--- config.mk ---
export PLATFORM = sky130hd
export DESIGN_NAME = capture_compare_timer
export DESIGN_NICKNAME = d
export VERILOG_FILES = /design/src/hdl/timer_pkg.sv /design/src/hdl/timer_prescaler.sv /design/src/hdl/capture_compare_timer.sv
export SDC_FILE = /design/constraint.sdc
export NUM_CORES = 1
export LEC_CHECK = 0
export CAP_MARGIN = 0
export CORE_MARGIN = 3
export CORE_UTILIZATION = 60
export CTS_CLUSTER_DIAMETER = 60
export CTS_CLUSTER_SIZE = 10
export DETAILED_ROUTE_END_ITERATION = 8
export DONT_BUFFER_PORTS = 1
export PLACE_DENSITY_LB_ADDON = 0.2
export SYNTH_ARGS = -nofsm -noshare
export SYNTH_HDL_FRONTEND = slang
export SYNTH_SLANG_ARGS = --single-unit
--- constraint.sdc ---
create_clock -name clk -period 4.1 [get_ports clk]
set_input_delay 0.41 -clock clk [delete_from_list [all_inputs] [get_ports clk]]
set_output_delay 0.41 -clock clk [all_outputs]
set_load 0.005 [all_outputs]
--- src/hdl/timer_pkg.sv ---
// Register indices, field positions and reset values of the capture/compare timer
// Assumes an APB slave with one 32-bit word per index (byte address = 4 * index)
package timer_pkg;

  // Register indices, one aligned word each
  localparam logic [5:0] IDX_STATUS_CONTROL       = 6'h20;
  localparam logic [5:0] IDX_COUNTER_HIGH         = 6'h22;
  localparam logic [5:0] IDX_COUNTER_LOW          = 6'h23;
  localparam logic [5:0] IDX_MODULO_HIGH          = 6'h24;
  localparam logic [5:0] IDX_MODULO_LOW           = 6'h25;
  localparam logic [5:0] IDX_CHAN0_STATUS_CONTROL = 6'h26;
  localparam logic [5:0] IDX_CHAN0_VALUE_HIGH     = 6'h27;
  localparam logic [5:0] IDX_CHAN0_VALUE_LOW      = 6'h28;
  localparam logic [5:0] IDX_CHAN1_STATUS_CONTROL = 6'h29;
  localparam logic [5:0] IDX_CHAN1_VALUE_HIGH     = 6'h2A;
  localparam logic [5:0] IDX_CHAN1_VALUE_LOW      = 6'h2B;
  localparam logic [5:0] IDX_CHAN2_STATUS_CONTROL = 6'h2C;
  localparam logic [5:0] IDX_CHAN2_VALUE_HIGH     = 6'h2D;
  localparam logic [5:0] IDX_CHAN2_VALUE_LOW      = 6'h2E;
  localparam logic [5:0] IDX_CHAN3_STATUS_CONTROL = 6'h2F;
  localparam logic [5:0] IDX_CHAN3_VALUE_HIGH     = 6'h30;
  localparam logic [5:0] IDX_CHAN3_VALUE_LOW      = 6'h31;

  // Per-channel index tables, channel 0 in the low slot
  localparam logic [3:0][5:0] IDX_CHAN_CTL = {IDX_CHAN3_STATUS_CONTROL, IDX_CHAN2_STATUS_CONTROL,
                                              IDX_CHAN1_STATUS_CONTROL, IDX_CHAN0_STATUS_CONTROL};
  localparam logic [3:0][5:0] IDX_CHAN_HI  = {IDX_CHAN3_VALUE_HIGH, IDX_CHAN2_VALUE_HIGH,
                                              IDX_CHAN1_VALUE_HIGH, IDX_CHAN0_VALUE_HIGH};
  localparam logic [3:0][5:0] IDX_CHAN_LO  = {IDX_CHAN3_VALUE_LOW, IDX_CHAN2_VALUE_LOW,
                                              IDX_CHAN1_VALUE_LOW, IDX_CHAN0_VALUE_LOW};

  // Decoded window and its one hole
  localparam logic [5:0] IDX_FIRST = 6'h20;
  localparam logic [5:0] IDX_LAST  = 6'h31;
  localparam logic [5:0] IDX_GAP   = 6'h21;

  // Status/control field positions
  localparam int BIT_OVF_FLAG = 7;
  localparam int BIT_OVF_IE   = 6;
  localparam int BIT_HALT     = 5;
  localparam int BIT_TRST     = 4;
  localparam int PS_MSB       = 2;

  // Channel status/control field positions
  localparam int BIT_CH_FLAG = 7;
  localparam int BIT_CH_IE   = 6;
  localparam int BIT_CH_MSB  = 5;
  localparam int BIT_CH_MSA  = 4;
  localparam int BIT_CH_ELSB = 3;
  localparam int BIT_CH_ELSA = 2;
  localparam int BIT_CH_TOV  = 1;
  localparam int BIT_CH_MAX  = 0;

  // Edge/level codes: capture edge or compare action
  localparam logic [1:0] ELS_OFF  = 2'h0;
  localparam logic [1:0] ELS_RISE = 2'h1;
  localparam logic [1:0] ELS_FALL = 2'h2;
  localparam logic [1:0] ELS_BOTH = 2'h3;
  localparam logic [1:0] ACT_TOGGLE = 2'h1;
  localparam logic [1:0] ACT_CLEAR  = 2'h2;
  localparam logic [1:0] ACT_SET    = 2'h3;

  // Prescaler
  localparam logic [2:0] PS_EXTERNAL = 3'h7;
  localparam int         PRESC_WIDTH = 6;

  // Reset values and write masks
  localparam logic        HALT_RESET     = 1'b1;
  localparam logic [15:0] MODULO_RESET   = 16'hFFFF;
  localparam logic [7:0]  CTL_RESET      = 8'h00;
  localparam logic [15:0] VALUE_RESET    = 16'h0000;
  localparam logic [7:0]  CTL_ODD_WMASK  = 8'hDF;

endpackage : timer_pkg

--- src/hdl/timer_prescaler.sv ---
// Counter clock enable: seven divided bus-clock rates or edges of the external pin
// Assumes the external clock pin is synchronous to clk and well below clk/2
module timer_prescaler (
  // Clock and reset
  input  wire logic       clk,
  input  wire logic       resetn,
  // Control
  input  wire logic       clear,
  input  wire logic [2:0] select,
  input  wire logic       ext_clk_in,
  // Enable out
  output logic            tick
);

  typedef struct packed {
    logic [timer_pkg::PRESC_WIDTH-1:0] div;
    logic                              ext_prev;
    logic                              tick;
  } presc_t;

  presc_t s_q;
  presc_t s_d;

  // Mask of divider bits that must be all ones for a tick
  function automatic logic [5:0] div_mask(input logic [2:0] ps);
    case (ps)
      3'h0:    div_mask = 6'h00;
      3'h1:    div_mask = 6'h01;
      3'h2:    div_mask = 6'h03;
      3'h3:    div_mask = 6'h07;
      3'h4:    div_mask = 6'h0F;
      3'h5:    div_mask = 6'h1F;
      3'h6:    div_mask = 6'h3F;
      default: div_mask = 6'h00;
    endcase
  endfunction : div_mask

  // Divide by 1..64, or pass rising edges of the pin
  always_comb
  begin
    s_d          = s_q;
    s_d.div      = clear ? 6'h00 : s_q.div + 6'h01;
    s_d.ext_prev = ext_clk_in;
    if (select == timer_pkg::PS_EXTERNAL)
      s_d.tick = ext_clk_in && !s_q.ext_prev;
    else
      s_d.tick = !clear && ((s_q.div & div_mask(select)) == div_mask(select));
  end

  always_ff @(posedge clk or negedge resetn)
  begin
    if (!resetn)
      s_q <= '0;
    else
      s_q <= s_d;
  end

  assign tick = s_q.tick;

  AST_EXT_TICK: assert property (@(posedge clk) disable iff (!resetn)
    (select == timer_pkg::PS_EXTERNAL) && ext_clk_in && !s_q.ext_prev |=> tick)
    else $error("external clock edge gave no tick");

endmodule : timer_prescaler

--- src/hdl/capture_compare_timer.sv ---
// Four-channel capture/compare timer on a 16-bit up-counter, APB register slave
// Assumes channel pin inputs and the external clock pin are synchronous to clk
//
// What this block does
// - A 16-bit up-counter, free or modulo, is the time base of all channels.
// - The counter wraps to zero after reaching the modulo register pair value.
// - Software reads the counter any time without disturbing the count.
// - Counter clock is one of seven bus-clock divisions or the external pin.
// - Each of four channels is independently input capture or output compare.
// - An active capture edge copies the counter into the channel value pair.
// - Capture edge is rising, falling or either, chosen per channel.
// - Counter equal to compare value sets, clears or toggles the channel pin.
// - Capture and compare events can raise the interrupt request.
// - Per channel, the pin can toggle on every counter overflow.
// - One control bit halts the counter, another resets it.
// - Unbuffered compares fire on equality only, never on passing a value.
// - Compare flag rises at the compare, overflow flag at the period end.
// - Buffered select in channel 0 links channels 0 and 1 onto pin 0.
// - Pair 0/1: channel 0 values first; last written pair takes over at overflow.
// - While linked, channel 0 control governs; channel 1 pin is released.
// - Buffered select in channel 2 links channels 2 and 3 onto pin 2.
// - Pair 2/3: channel 2 values first; last written pair takes over at overflow.
//
// Our own choice: the APB interface to the registers.
module capture_compare_timer (
  // Clock and reset
  input  wire logic        clk,
  input  wire logic        resetn,
  // APB slave
  input  wire logic        psel,
  input  wire logic        penable,
  input  wire logic        pwrite,
  input  wire logic [7:0]  paddr,
  input  wire logic [31:0] pwdata,
  output logic      [31:0] prdata,
  output logic             pready,
  output logic             pslverr,
  // Pins
  input  wire logic        external_timer_clock_pin,
  input  wire logic [3:0]  chan_pin_in,
  output logic      [3:0]  chan_pin_out,
  output logic      [3:0]  chan_pin_oe,
  // Interrupt request
  output logic             irq
);

  typedef struct packed {
    logic [15:0]      cnt;
    logic [15:0]      modulo;
    logic             ovf_flag;
    logic             ovf_ie;
    logic             halt;
    logic [2:0]       ps;
    logic [3:0][7:0]  ctl;
    logic [3:0][15:0] val;
    logic [3:0]       pin;
    logic [3:0]       pin_oe;
    logic [3:0]       pin_prev;
    logic [1:0]       wr_odd;
    logic [1:0]       act_odd;
    logic [7:0]       lo_buf;
    logic             lo_held;
    logic [31:0]      prdata;
    logic             pready;
    logic             pslverr;
    logic             irq;
  } state_t;

  state_t      s_q;
  state_t      s_d;
  logic        tick;
  logic        trst_now;
  logic        bus_wr;
  logic        rd_setup;
  logic        ovf;
  logic [5:0]  idx;
  logic [3:0]  cap_ev;
  logic [3:0]  cmp_ev;
  logic [3:0]  rise;
  logic [3:0]  fall;
  logic [3:0]  slave;
  logic [3:0]  master;
  logic [15:0] cmp_val [4];

  // Address lies on a mapped, aligned register word
  function automatic logic reg_hit(input logic [7:0] a);
    reg_hit = (a[1:0] == 2'h0) && (a[7:2] >= timer_pkg::IDX_FIRST) &&
              (a[7:2] <= timer_pkg::IDX_LAST) && (a[7:2] != timer_pkg::IDX_GAP);
  endfunction : reg_hit

  // Channel configured as input capture
  function automatic logic ch_capture(input logic [7:0] c);
    ch_capture = !c[timer_pkg::BIT_CH_MSB] && !c[timer_pkg::BIT_CH_MSA] &&
                 (c[timer_pkg::BIT_CH_ELSB:timer_pkg::BIT_CH_ELSA] != timer_pkg::ELS_OFF);
  endfunction : ch_capture

  // Channel configured as a driven compare output, unbuffered or buffered
  function automatic logic ch_output(input logic [7:0] c);
    ch_output = (c[timer_pkg::BIT_CH_MSB] || c[timer_pkg::BIT_CH_MSA]) &&
                (c[timer_pkg::BIT_CH_ELSB:timer_pkg::BIT_CH_ELSA] != timer_pkg::ELS_OFF);
  endfunction : ch_output

  // Counter clock enable
  timer_prescaler u_prescaler (
    .clk        (clk),
    .resetn     (resetn),
    .clear      (trst_now),
    .select     (s_q.ps),
    .ext_clk_in (external_timer_clock_pin),
    .tick       (tick)
  );

  // Next state: counter, bus access, channels, flags
  always_comb
  begin
    s_d      = s_q;
    s_d.pready  = 1'b0;
    s_d.pslverr = 1'b0;
    idx      = paddr[7:2];
    rd_setup = psel && !penable;
    bus_wr   = psel && penable && s_q.pready && pwrite && reg_hit(paddr);
    trst_now = bus_wr && (idx == timer_pkg::IDX_STATUS_CONTROL) && pwdata[timer_pkg::BIT_TRST];
    ovf      = 1'b0;
    cap_ev   = 4'h0;
    cmp_ev   = 4'h0;
    rise     = chan_pin_in & ~s_q.pin_prev;
    fall     = ~chan_pin_in & s_q.pin_prev;

    // Count on each enabled tick, wrap at the modulo value
    if (tick && !s_q.halt)
    begin
      if (s_q.cnt == s_q.modulo)
      begin
        s_d.cnt = 16'h0000;
        ovf     = 1'b1;
      end
      else
        s_d.cnt = s_q.cnt + 16'h0001;
    end

    // Setup phase: prepare read data and answer in the access phase
    if (rd_setup)
    begin
      s_d.pready  = 1'b1;
      s_d.pslverr = !reg_hit(paddr);
      s_d.prdata  = 32'h0000_0000;
      if (reg_hit(paddr) && !pwrite)
      begin
        case (idx)
          timer_pkg::IDX_STATUS_CONTROL:
            s_d.prdata[7:0] = {s_q.ovf_flag, s_q.ovf_ie, s_q.halt, 2'b00, s_q.ps};
          timer_pkg::IDX_COUNTER_HIGH:
          begin
            s_d.prdata[7:0] = s_q.cnt[15:8];
            s_d.lo_buf      = s_q.cnt[7:0];
            s_d.lo_held     = 1'b1;
          end
          timer_pkg::IDX_COUNTER_LOW:
          begin
            s_d.prdata[7:0] = s_q.lo_held ? s_q.lo_buf : s_q.cnt[7:0];
            s_d.lo_held     = 1'b0;
          end
          timer_pkg::IDX_MODULO_HIGH:
            s_d.prdata[7:0] = s_q.modulo[15:8];
          timer_pkg::IDX_MODULO_LOW:
            s_d.prdata[7:0] = s_q.modulo[7:0];
          default:
            s_d.prdata[7:0] = 8'h00;
        endcase
        for (int i = 0; i < 4; i++)
        begin
          if (idx == timer_pkg::IDX_CHAN_CTL[i])
            s_d.prdata[7:0] = s_q.ctl[i];
          if (idx == timer_pkg::IDX_CHAN_HI[i])
            s_d.prdata[7:0] = s_q.val[i][15:8];
          if (idx == timer_pkg::IDX_CHAN_LO[i])
            s_d.prdata[7:0] = s_q.val[i][7:0];
        end
      end
    end

    // Access phase write; flags clear by writing zero to them
    if (bus_wr)
    begin
      case (idx)
        timer_pkg::IDX_STATUS_CONTROL:
        begin
          s_d.ovf_flag = s_q.ovf_flag & pwdata[timer_pkg::BIT_OVF_FLAG];
          s_d.ovf_ie   = pwdata[timer_pkg::BIT_OVF_IE];
          s_d.halt     = pwdata[timer_pkg::BIT_HALT];
          s_d.ps       = pwdata[timer_pkg::PS_MSB:0];
          if (trst_now)
            s_d.cnt = 16'h0000;
        end
        timer_pkg::IDX_MODULO_HIGH:
          s_d.modulo[15:8] = pwdata[7:0];
        timer_pkg::IDX_MODULO_LOW:
          s_d.modulo[7:0] = pwdata[7:0];
        default:
          s_d.modulo = s_d.modulo;
      endcase
      for (int i = 0; i < 4; i++)
      begin
        if (idx == timer_pkg::IDX_CHAN_CTL[i])
        begin
          s_d.ctl[i] = pwdata[7:0] & ((i % 2 == 1) ? timer_pkg::CTL_ODD_WMASK : 8'hFF);
          s_d.ctl[i][timer_pkg::BIT_CH_FLAG] = s_q.ctl[i][timer_pkg::BIT_CH_FLAG] &
                                               pwdata[timer_pkg::BIT_CH_FLAG];
          // Linking a pair hands the output to the even channel first
          if ((i % 2 == 0) && pwdata[timer_pkg::BIT_CH_MSB] &&
              !s_q.ctl[i][timer_pkg::BIT_CH_MSB])
            s_d.act_odd[i / 2] = 1'b0;
        end
        if (idx == timer_pkg::IDX_CHAN_HI[i])
        begin
          s_d.val[i][15:8]  = pwdata[7:0];
          s_d.wr_odd[i / 2] = (i % 2 == 1);
        end
        if (idx == timer_pkg::IDX_CHAN_LO[i])
        begin
          s_d.val[i][7:0]   = pwdata[7:0];
          s_d.wr_odd[i / 2] = (i % 2 == 1);
        end
      end
    end

    // Overflow: flag and hand-over of buffered pairs
    if (ovf)
    begin
      s_d.ovf_flag = 1'b1;
      s_d.act_odd  = s_d.wr_odd;
    end

    // Channels
    for (int i = 0; i < 4; i++)
    begin
      master[i] = (i % 2 == 0) && s_q.ctl[i][timer_pkg::BIT_CH_MSB];
      slave[i]  = (i % 2 == 1) && s_q.ctl[i - (i % 2)][timer_pkg::BIT_CH_MSB];
      cmp_val[i] = (master[i] && s_q.act_odd[i / 2]) ? s_q.val[i | 1] : s_q.val[i];
      s_d.pin_prev[i] = chan_pin_in[i];

      // Input capture on the selected edge
      if (!slave[i] && ch_capture(s_q.ctl[i]))
      begin
        case (s_q.ctl[i][timer_pkg::BIT_CH_ELSB:timer_pkg::BIT_CH_ELSA])
          timer_pkg::ELS_RISE: cap_ev[i] = rise[i];
          timer_pkg::ELS_FALL: cap_ev[i] = fall[i];
          timer_pkg::ELS_BOTH: cap_ev[i] = rise[i] | fall[i];
          default:             cap_ev[i] = 1'b0;
        endcase
      end

      // Output compare: overflow toggle first, compare action last
      if (!slave[i] && ch_output(s_q.ctl[i]))
      begin
        if (ovf && s_q.ctl[i][timer_pkg::BIT_CH_TOV])
          s_d.pin[i] = s_q.ctl[i][timer_pkg::BIT_CH_MAX] ? 1'b1 : !s_q.pin[i];
        cmp_ev[i] = tick && !s_q.halt && (s_d.cnt == cmp_val[i]);
        if (cmp_ev[i])
        begin
          case (s_q.ctl[i][timer_pkg::BIT_CH_ELSB:timer_pkg::BIT_CH_ELSA])
            timer_pkg::ACT_TOGGLE: s_d.pin[i] = !s_q.pin[i];
            timer_pkg::ACT_CLEAR:  s_d.pin[i] = 1'b0;
            timer_pkg::ACT_SET:    s_d.pin[i] = 1'b1;
            default:               s_d.pin[i] = s_d.pin[i];
          endcase
        end
      end
      s_d.pin_oe[i] = !slave[i] && ch_output(s_d.ctl[i]) &&
                      !((i % 2 == 1) && s_d.ctl[i - (i % 2)][timer_pkg::BIT_CH_MSB]);

      // Event flags win over a clear in the same cycle
      if (cap_ev[i])
        s_d.val[i] = s_q.cnt;
      if (cap_ev[i] || cmp_ev[i])
        s_d.ctl[i][timer_pkg::BIT_CH_FLAG] = 1'b1;
    end

    // Interrupt request from enabled flags
    s_d.irq = s_d.ovf_flag && s_d.ovf_ie;
    for (int i = 0; i < 4; i++)
    begin
      if (s_d.ctl[i][timer_pkg::BIT_CH_FLAG] && s_d.ctl[i][timer_pkg::BIT_CH_IE])
        s_d.irq = 1'b1;
    end
  end

  // State register
  always_ff @(posedge clk or negedge resetn)
  begin
    if (!resetn)
    begin
      s_q        <= '0;
      s_q.halt   <= timer_pkg::HALT_RESET;
      s_q.modulo <= timer_pkg::MODULO_RESET;
    end
    else
      s_q <= s_d;
  end

  // Outputs straight from the state register
  assign prdata       = s_q.prdata;
  assign pready       = s_q.pready;
  assign pslverr      = s_q.pslverr;
  assign chan_pin_out = s_q.pin;
  assign chan_pin_oe  = s_q.pin_oe;
  assign irq          = s_q.irq;

  // Counter, overflow and link checks
  AST_CNT_STEP: assert property (@(posedge clk) disable iff (!resetn)
    tick && !s_q.halt && (s_q.cnt != s_q.modulo) && !trst_now
    |=> s_q.cnt == $past(s_q.cnt) + 16'h0001)
    else $error("counter did not step by one");

  AST_CNT_WRAP: assert property (@(posedge clk) disable iff (!resetn)
    tick && !s_q.halt && (s_q.cnt == s_q.modulo) && !trst_now
    |=> (s_q.cnt == 16'h0000) && s_q.ovf_flag)
    else $error("counter did not wrap at modulo");

  AST_HALT_HOLD: assert property (@(posedge clk) disable iff (!resetn)
    s_q.halt && !trst_now |=> $stable(s_q.cnt))
    else $error("halted counter moved");

  AST_TRST_ZERO: assert property (@(posedge clk) disable iff (!resetn)
    trst_now |=> s_q.cnt == 16'h0000)
    else $error("counter reset bit ignored");

  AST_CNT_LATCH: assert property (@(posedge clk) disable iff (!resetn)
    rd_setup && !pwrite && (paddr == {timer_pkg::IDX_COUNTER_HIGH, 2'b00})
    |=> pready && (prdata[7:0] == $past(s_q.cnt[15:8])) && (s_q.lo_buf == $past(s_q.cnt[7:0])))
    else $error("counter read not coherent");

  AST_OVF_IRQ: assert property (@(posedge clk) disable iff (!resetn)
    ovf && s_q.ovf_ie && !bus_wr |=> s_q.ovf_flag && irq)
    else $error("overflow gave no interrupt");

  AST_BUF_SWAP: assert property (@(posedge clk) disable iff (!resetn)
    ovf && !bus_wr |=> s_q.act_odd == $past(s_q.wr_odd))
    else $error("buffered pair not handed over at overflow");

  AST_LINK_FREE: assert property (@(posedge clk) disable iff (!resetn)
    s_q.ctl[0][timer_pkg::BIT_CH_MSB] |-> !chan_pin_oe[1])
    else $error("linked channel 1 pin still driven");

  // Per-channel event checks
  for (genvar g = 0; g < 4; g++)
  begin : g_chan_check
    AST_CAPTURE: assert property (@(posedge clk) disable iff (!resetn)
      cap_ev[g] |=> (s_q.val[g] == $past(s_q.cnt)) && s_q.ctl[g][timer_pkg::BIT_CH_FLAG])
      else $error("capture did not store the counter");

    AST_CMP_SET: assert property (@(posedge clk) disable iff (!resetn)
      cmp_ev[g] && (s_q.ctl[g][timer_pkg::BIT_CH_ELSB:timer_pkg::BIT_CH_ELSA] == timer_pkg::ACT_SET)
      |=> chan_pin_out[g])
      else $error("compare set action missing");

    AST_EVENT_IRQ: assert property (@(posedge clk) disable iff (!resetn)
      (cap_ev[g] || cmp_ev[g]) && s_q.ctl[g][timer_pkg::BIT_CH_IE] && !bus_wr |=> irq)
      else $error("enabled channel event gave no interrupt");
  end

endmodule : capture_compare_timer

==> results by group <==
Placement
  • Buffers on Ports: 0
  • Final Wtd Congestion: about 1.0
  • Detailed placement HPWL: 33300 um
  • Cells after DPL: 1584

Floorplanning
  • Die H: between 100 and 150 um
  • Die Wd: ~150 um
  • Num ports: just over 90
  • Die ar.: 0.0221 mm^2
  • Core area: 0.0197 mm^2
  • Initial Utilization: about three fifths
  • # rows: 51

Pwr
  • Pleak: approximately 5.7 nW
  • Clock power share: 28.4%
  • Peak supply drop: around 0.00033 V
  • Comb pwr share: about two fifths
  • PD cells: approximately 450 mW/mm^2
  • Psw: roughly 0.0025 W
  • Switching Share: about 41%
  • Seq pwr share: between 30% and 40%
  • Pwr Total: roughly 0.0060 W
  • Internal: approximately 0.0036 W

Final layout
  • Area Overhead vs Synth: 9.39%
  • Layout cell share with drive strength beyond 1: between 10% and 20%
  • Non-Filler Instances: around 1600
  • Net count, final: around 1400
  • Core Util, Final: 67.6%

Critical path
  • FF-to-FF End: chan_pin_out[0]
  • Endpoint type of the worst setup path: register
  • Startpoint types: register
  • Arrival @ worst endpoint: around 4.2 ns
  • RR Startpoint: s_q[186]
  • Reg-to-reg slack, setup: between 0.2 and 0.25 ns
  • Crit path kind: register to register
  • Critical path peak fanout: 13
  • Worst Path Required: 4.44 ns
  • Reg2Reg Depth: 11

Global routing
  • Tot GR Track Use: a little over two fifths
  • Initial antenna violation count: 0
  • Global route overflow: 0
  • Vias in the first global route: roughly 11000
  • Wire length of the first global-routing pass: a little under 70000 um
  • Largest net degree at the start of global routing: about 180

STA
  • Final setup fails: 0
  • Setup TNS: 0 ns
  • Hold violation count in the final report: 161
  • Post-layout min period: between 3 and 4 ns
  • RSZ-0062 raised after global routing: no
  • Tcrit/Tclk final: between 90% and 100%
  • Slew Viols, Final: 0
  • Worst slew pin tran: around 1.1 ns
  • FMAX: 0.258 GHz
  • Fin Hold WS: -0.342 ns
  • Slew margin rel.: 26.5%
  • Clock skew: around 0.017 ns

Yosys
  • Sequential area share after synthesis: between 30% and 40%
  • Count of state elements after synthesis: roughly 180
  • Synth Cell Area: around 0.012 mm^2
  • Count leader, synth: dfrtp_1
  • Yosys top cell by area: dfrtp_1
  • Post-synth EDFFs: 0
  • Top post-synthesis cells by area: dfrtp_1 33%, mux2i_1 9.7%, mux2_2 5.0%, o21ai_0 4.5%, nand2_1 4.3%
  • Yosys cell types: 82
  • Commonest cells in the netlist: 161 x dfrtp_1, 140 x nand2_1, 118 x mux2i_1, 109 x o21ai_0, 83 x nor2_1
  • Primary FF master, synth: dfrtp_1
  • Synth warn: 0
  • Synth async-reset ratio: 100%
  • Mean Syn Cell Area: between 9 and 10 um^2
  • Fraction of synthesized cell area taken by the top area cell type: about 33%
  • Gate Count Post-Synth: 1335

Route
  • DR DRC count: 0
  • Via Count: 11263
  • DR pass1 iterations: 8
  • Final ANT Viol Nets: 0
  • Post-DR wirelength/cell: 28.7 um
  • Via density: between 6 and 7
  • Iteration-0 DRC Markers: approximately 1400
  • WL final: ~47000 um

Hold path
  • Worst hold path type: input port to async pin

CTS
  • Worst-path clk slew: around 0.08 ns
  • Cts hold-fix bufs: 5
  • CTS Buf Count: 17
  • # clock sinks: around 180
  • CTS tree: built
  • H-Tree Depth: 4
  • Max Buffers Root-to-Sink: 2
  • Postcts setup bufs: 0
  • Worst skew pair latency: about 0.45 ns
  • Clock Tree Root: clkbuf_16

Status
  • Status: finished with violations
  • Failing checks: hold timing

Flow run
  • MaxCap Viol Count: 0
## state kept, by name (all words and copies together), names as in the netlist
signal	flops
chan_pin_oe	4
chan_pin_out	4
cmp_val	32
irq	1
master	2
prdata	8
pready	1
pslverr	1
s_q	117
u_prescaler.s_q	7
u_prescaler.tick	1
## cell families (layout without fill, tap and decap cells)
logic type / after synthesis / in the layout / share of synthesized area, %
fa+ha+maj: 10 / 10 / 1.03
compound gates: 332 / 332 / 17.8
flops: 178 / 178 / 36.7
xor+xnor: 66 / 66 / 4.97
buf+inv: 170 / 168 / 6.68
mux: 181 / 181 / 16.2
other cells: 1 / 25 / 0.0308
simple gates: 397 / 397 / 16.6
## layout make-up
cell class	count	area [um^2]
Fill cell	1593	6380
Clock inverter	15	185
Multi-Input combinational cell	1010	7020
Inverter	37	139
Timing Repair Buffer	99	756
Sequential cell	178	4480
Antenna cell	1	2.50
Clock buffer	17	425
Tap cell	265	332
## timing repair
action / in CTS / in global routing
hold endpoints to repair: 183 / 178
gates resized for setup: 0 / 1
setup endpoints to repair: 0 / 2
## worst max-delay path: stages (launching register included)
cell and delay (ns):
dfrtp_1 0.58, xor2_1 0.26, nor4_2 0.47, and3_2 0.51, a21o_1 0.40, buf_4 0.22, o21ai_0 0.09, a2111oi_0 0.40
buf_4 0.21, nand4_1 0.23, mux2_2 0.31, nand3_1 0.07
## metrics by stage
stage,setup slack (ns),instance area [um^2],hold WS [ns]
after CTS,0.234,13300,-0.354
after global placement,0.259,12700,0.118
final,0.230,13300,-0.342
after detailed placement,0.262,12700,0.119
after floorplan,0.801,12300,0.114
after global routing,0.0177,13300,-0.357
## power by group through the flow
stage	clock network [W]	logic, W	registers (W)
2_1_floorplan	0	0.00132	0.00193
3_3_place_gp	0	0.00218	0.00203
3_5_place_dp	0	0.00218	0.00202
4_1_cts	0.00171	0.00220	0.00199
5_1_grt	0.00177	0.00243	0.00201
6_report	0.00171	0.00232	0.00201
## metal layers
metal	up-vias	GRT usage [%]	share of wire, %
li1	4838	-	-
met1	5454	56.4	39
met2	771	62.4	43
met3	200	13.6	12
met4	0	22.6	6.3
met5	-	0	0
## how the worst max path moves through the flow
stage / start / cells past startpoint / to / slack [ns]
6_report: s_q[186] / 11 / chan_pin_out[0] / 0.23
5_1_grt: s_q[186] / 11 / chan_pin_out[0] / 0.02
3_3_place_gp: s_q[186] / 11 / chan_pin_out[0] / 0.26
2_1_floorplan: cmp_val[37] / 9 / chan_pin_out[1] / 0.80
3_5_place_dp: s_q[186] / 11 / chan_pin_out[0] / 0.26
4_1_cts: s_q[186] / 11 / chan_pin_out[0] / 0.23
## cell usage in the layout, fill, tap and decap left out, drive strengths merged, types with 13 or more instances in the layout
cell / count
nand3: 23
nor2b: 16
xnor2: 34
nor4: 17
xor2: 30
mux2i: 118
nand4: 14
nand2: 140
nor2: 84
mux2: 56
dfrtp: 161
conb: 24
a21oi: 51
inv: 43
buf: 94
o22ai: 27
nor3: 20
o21ai: 112
clkbuf: 17
dfstp: 17
a221oi: 13
a211oi: 21
No activity file was read; power rests on OpenSTA's default activity.
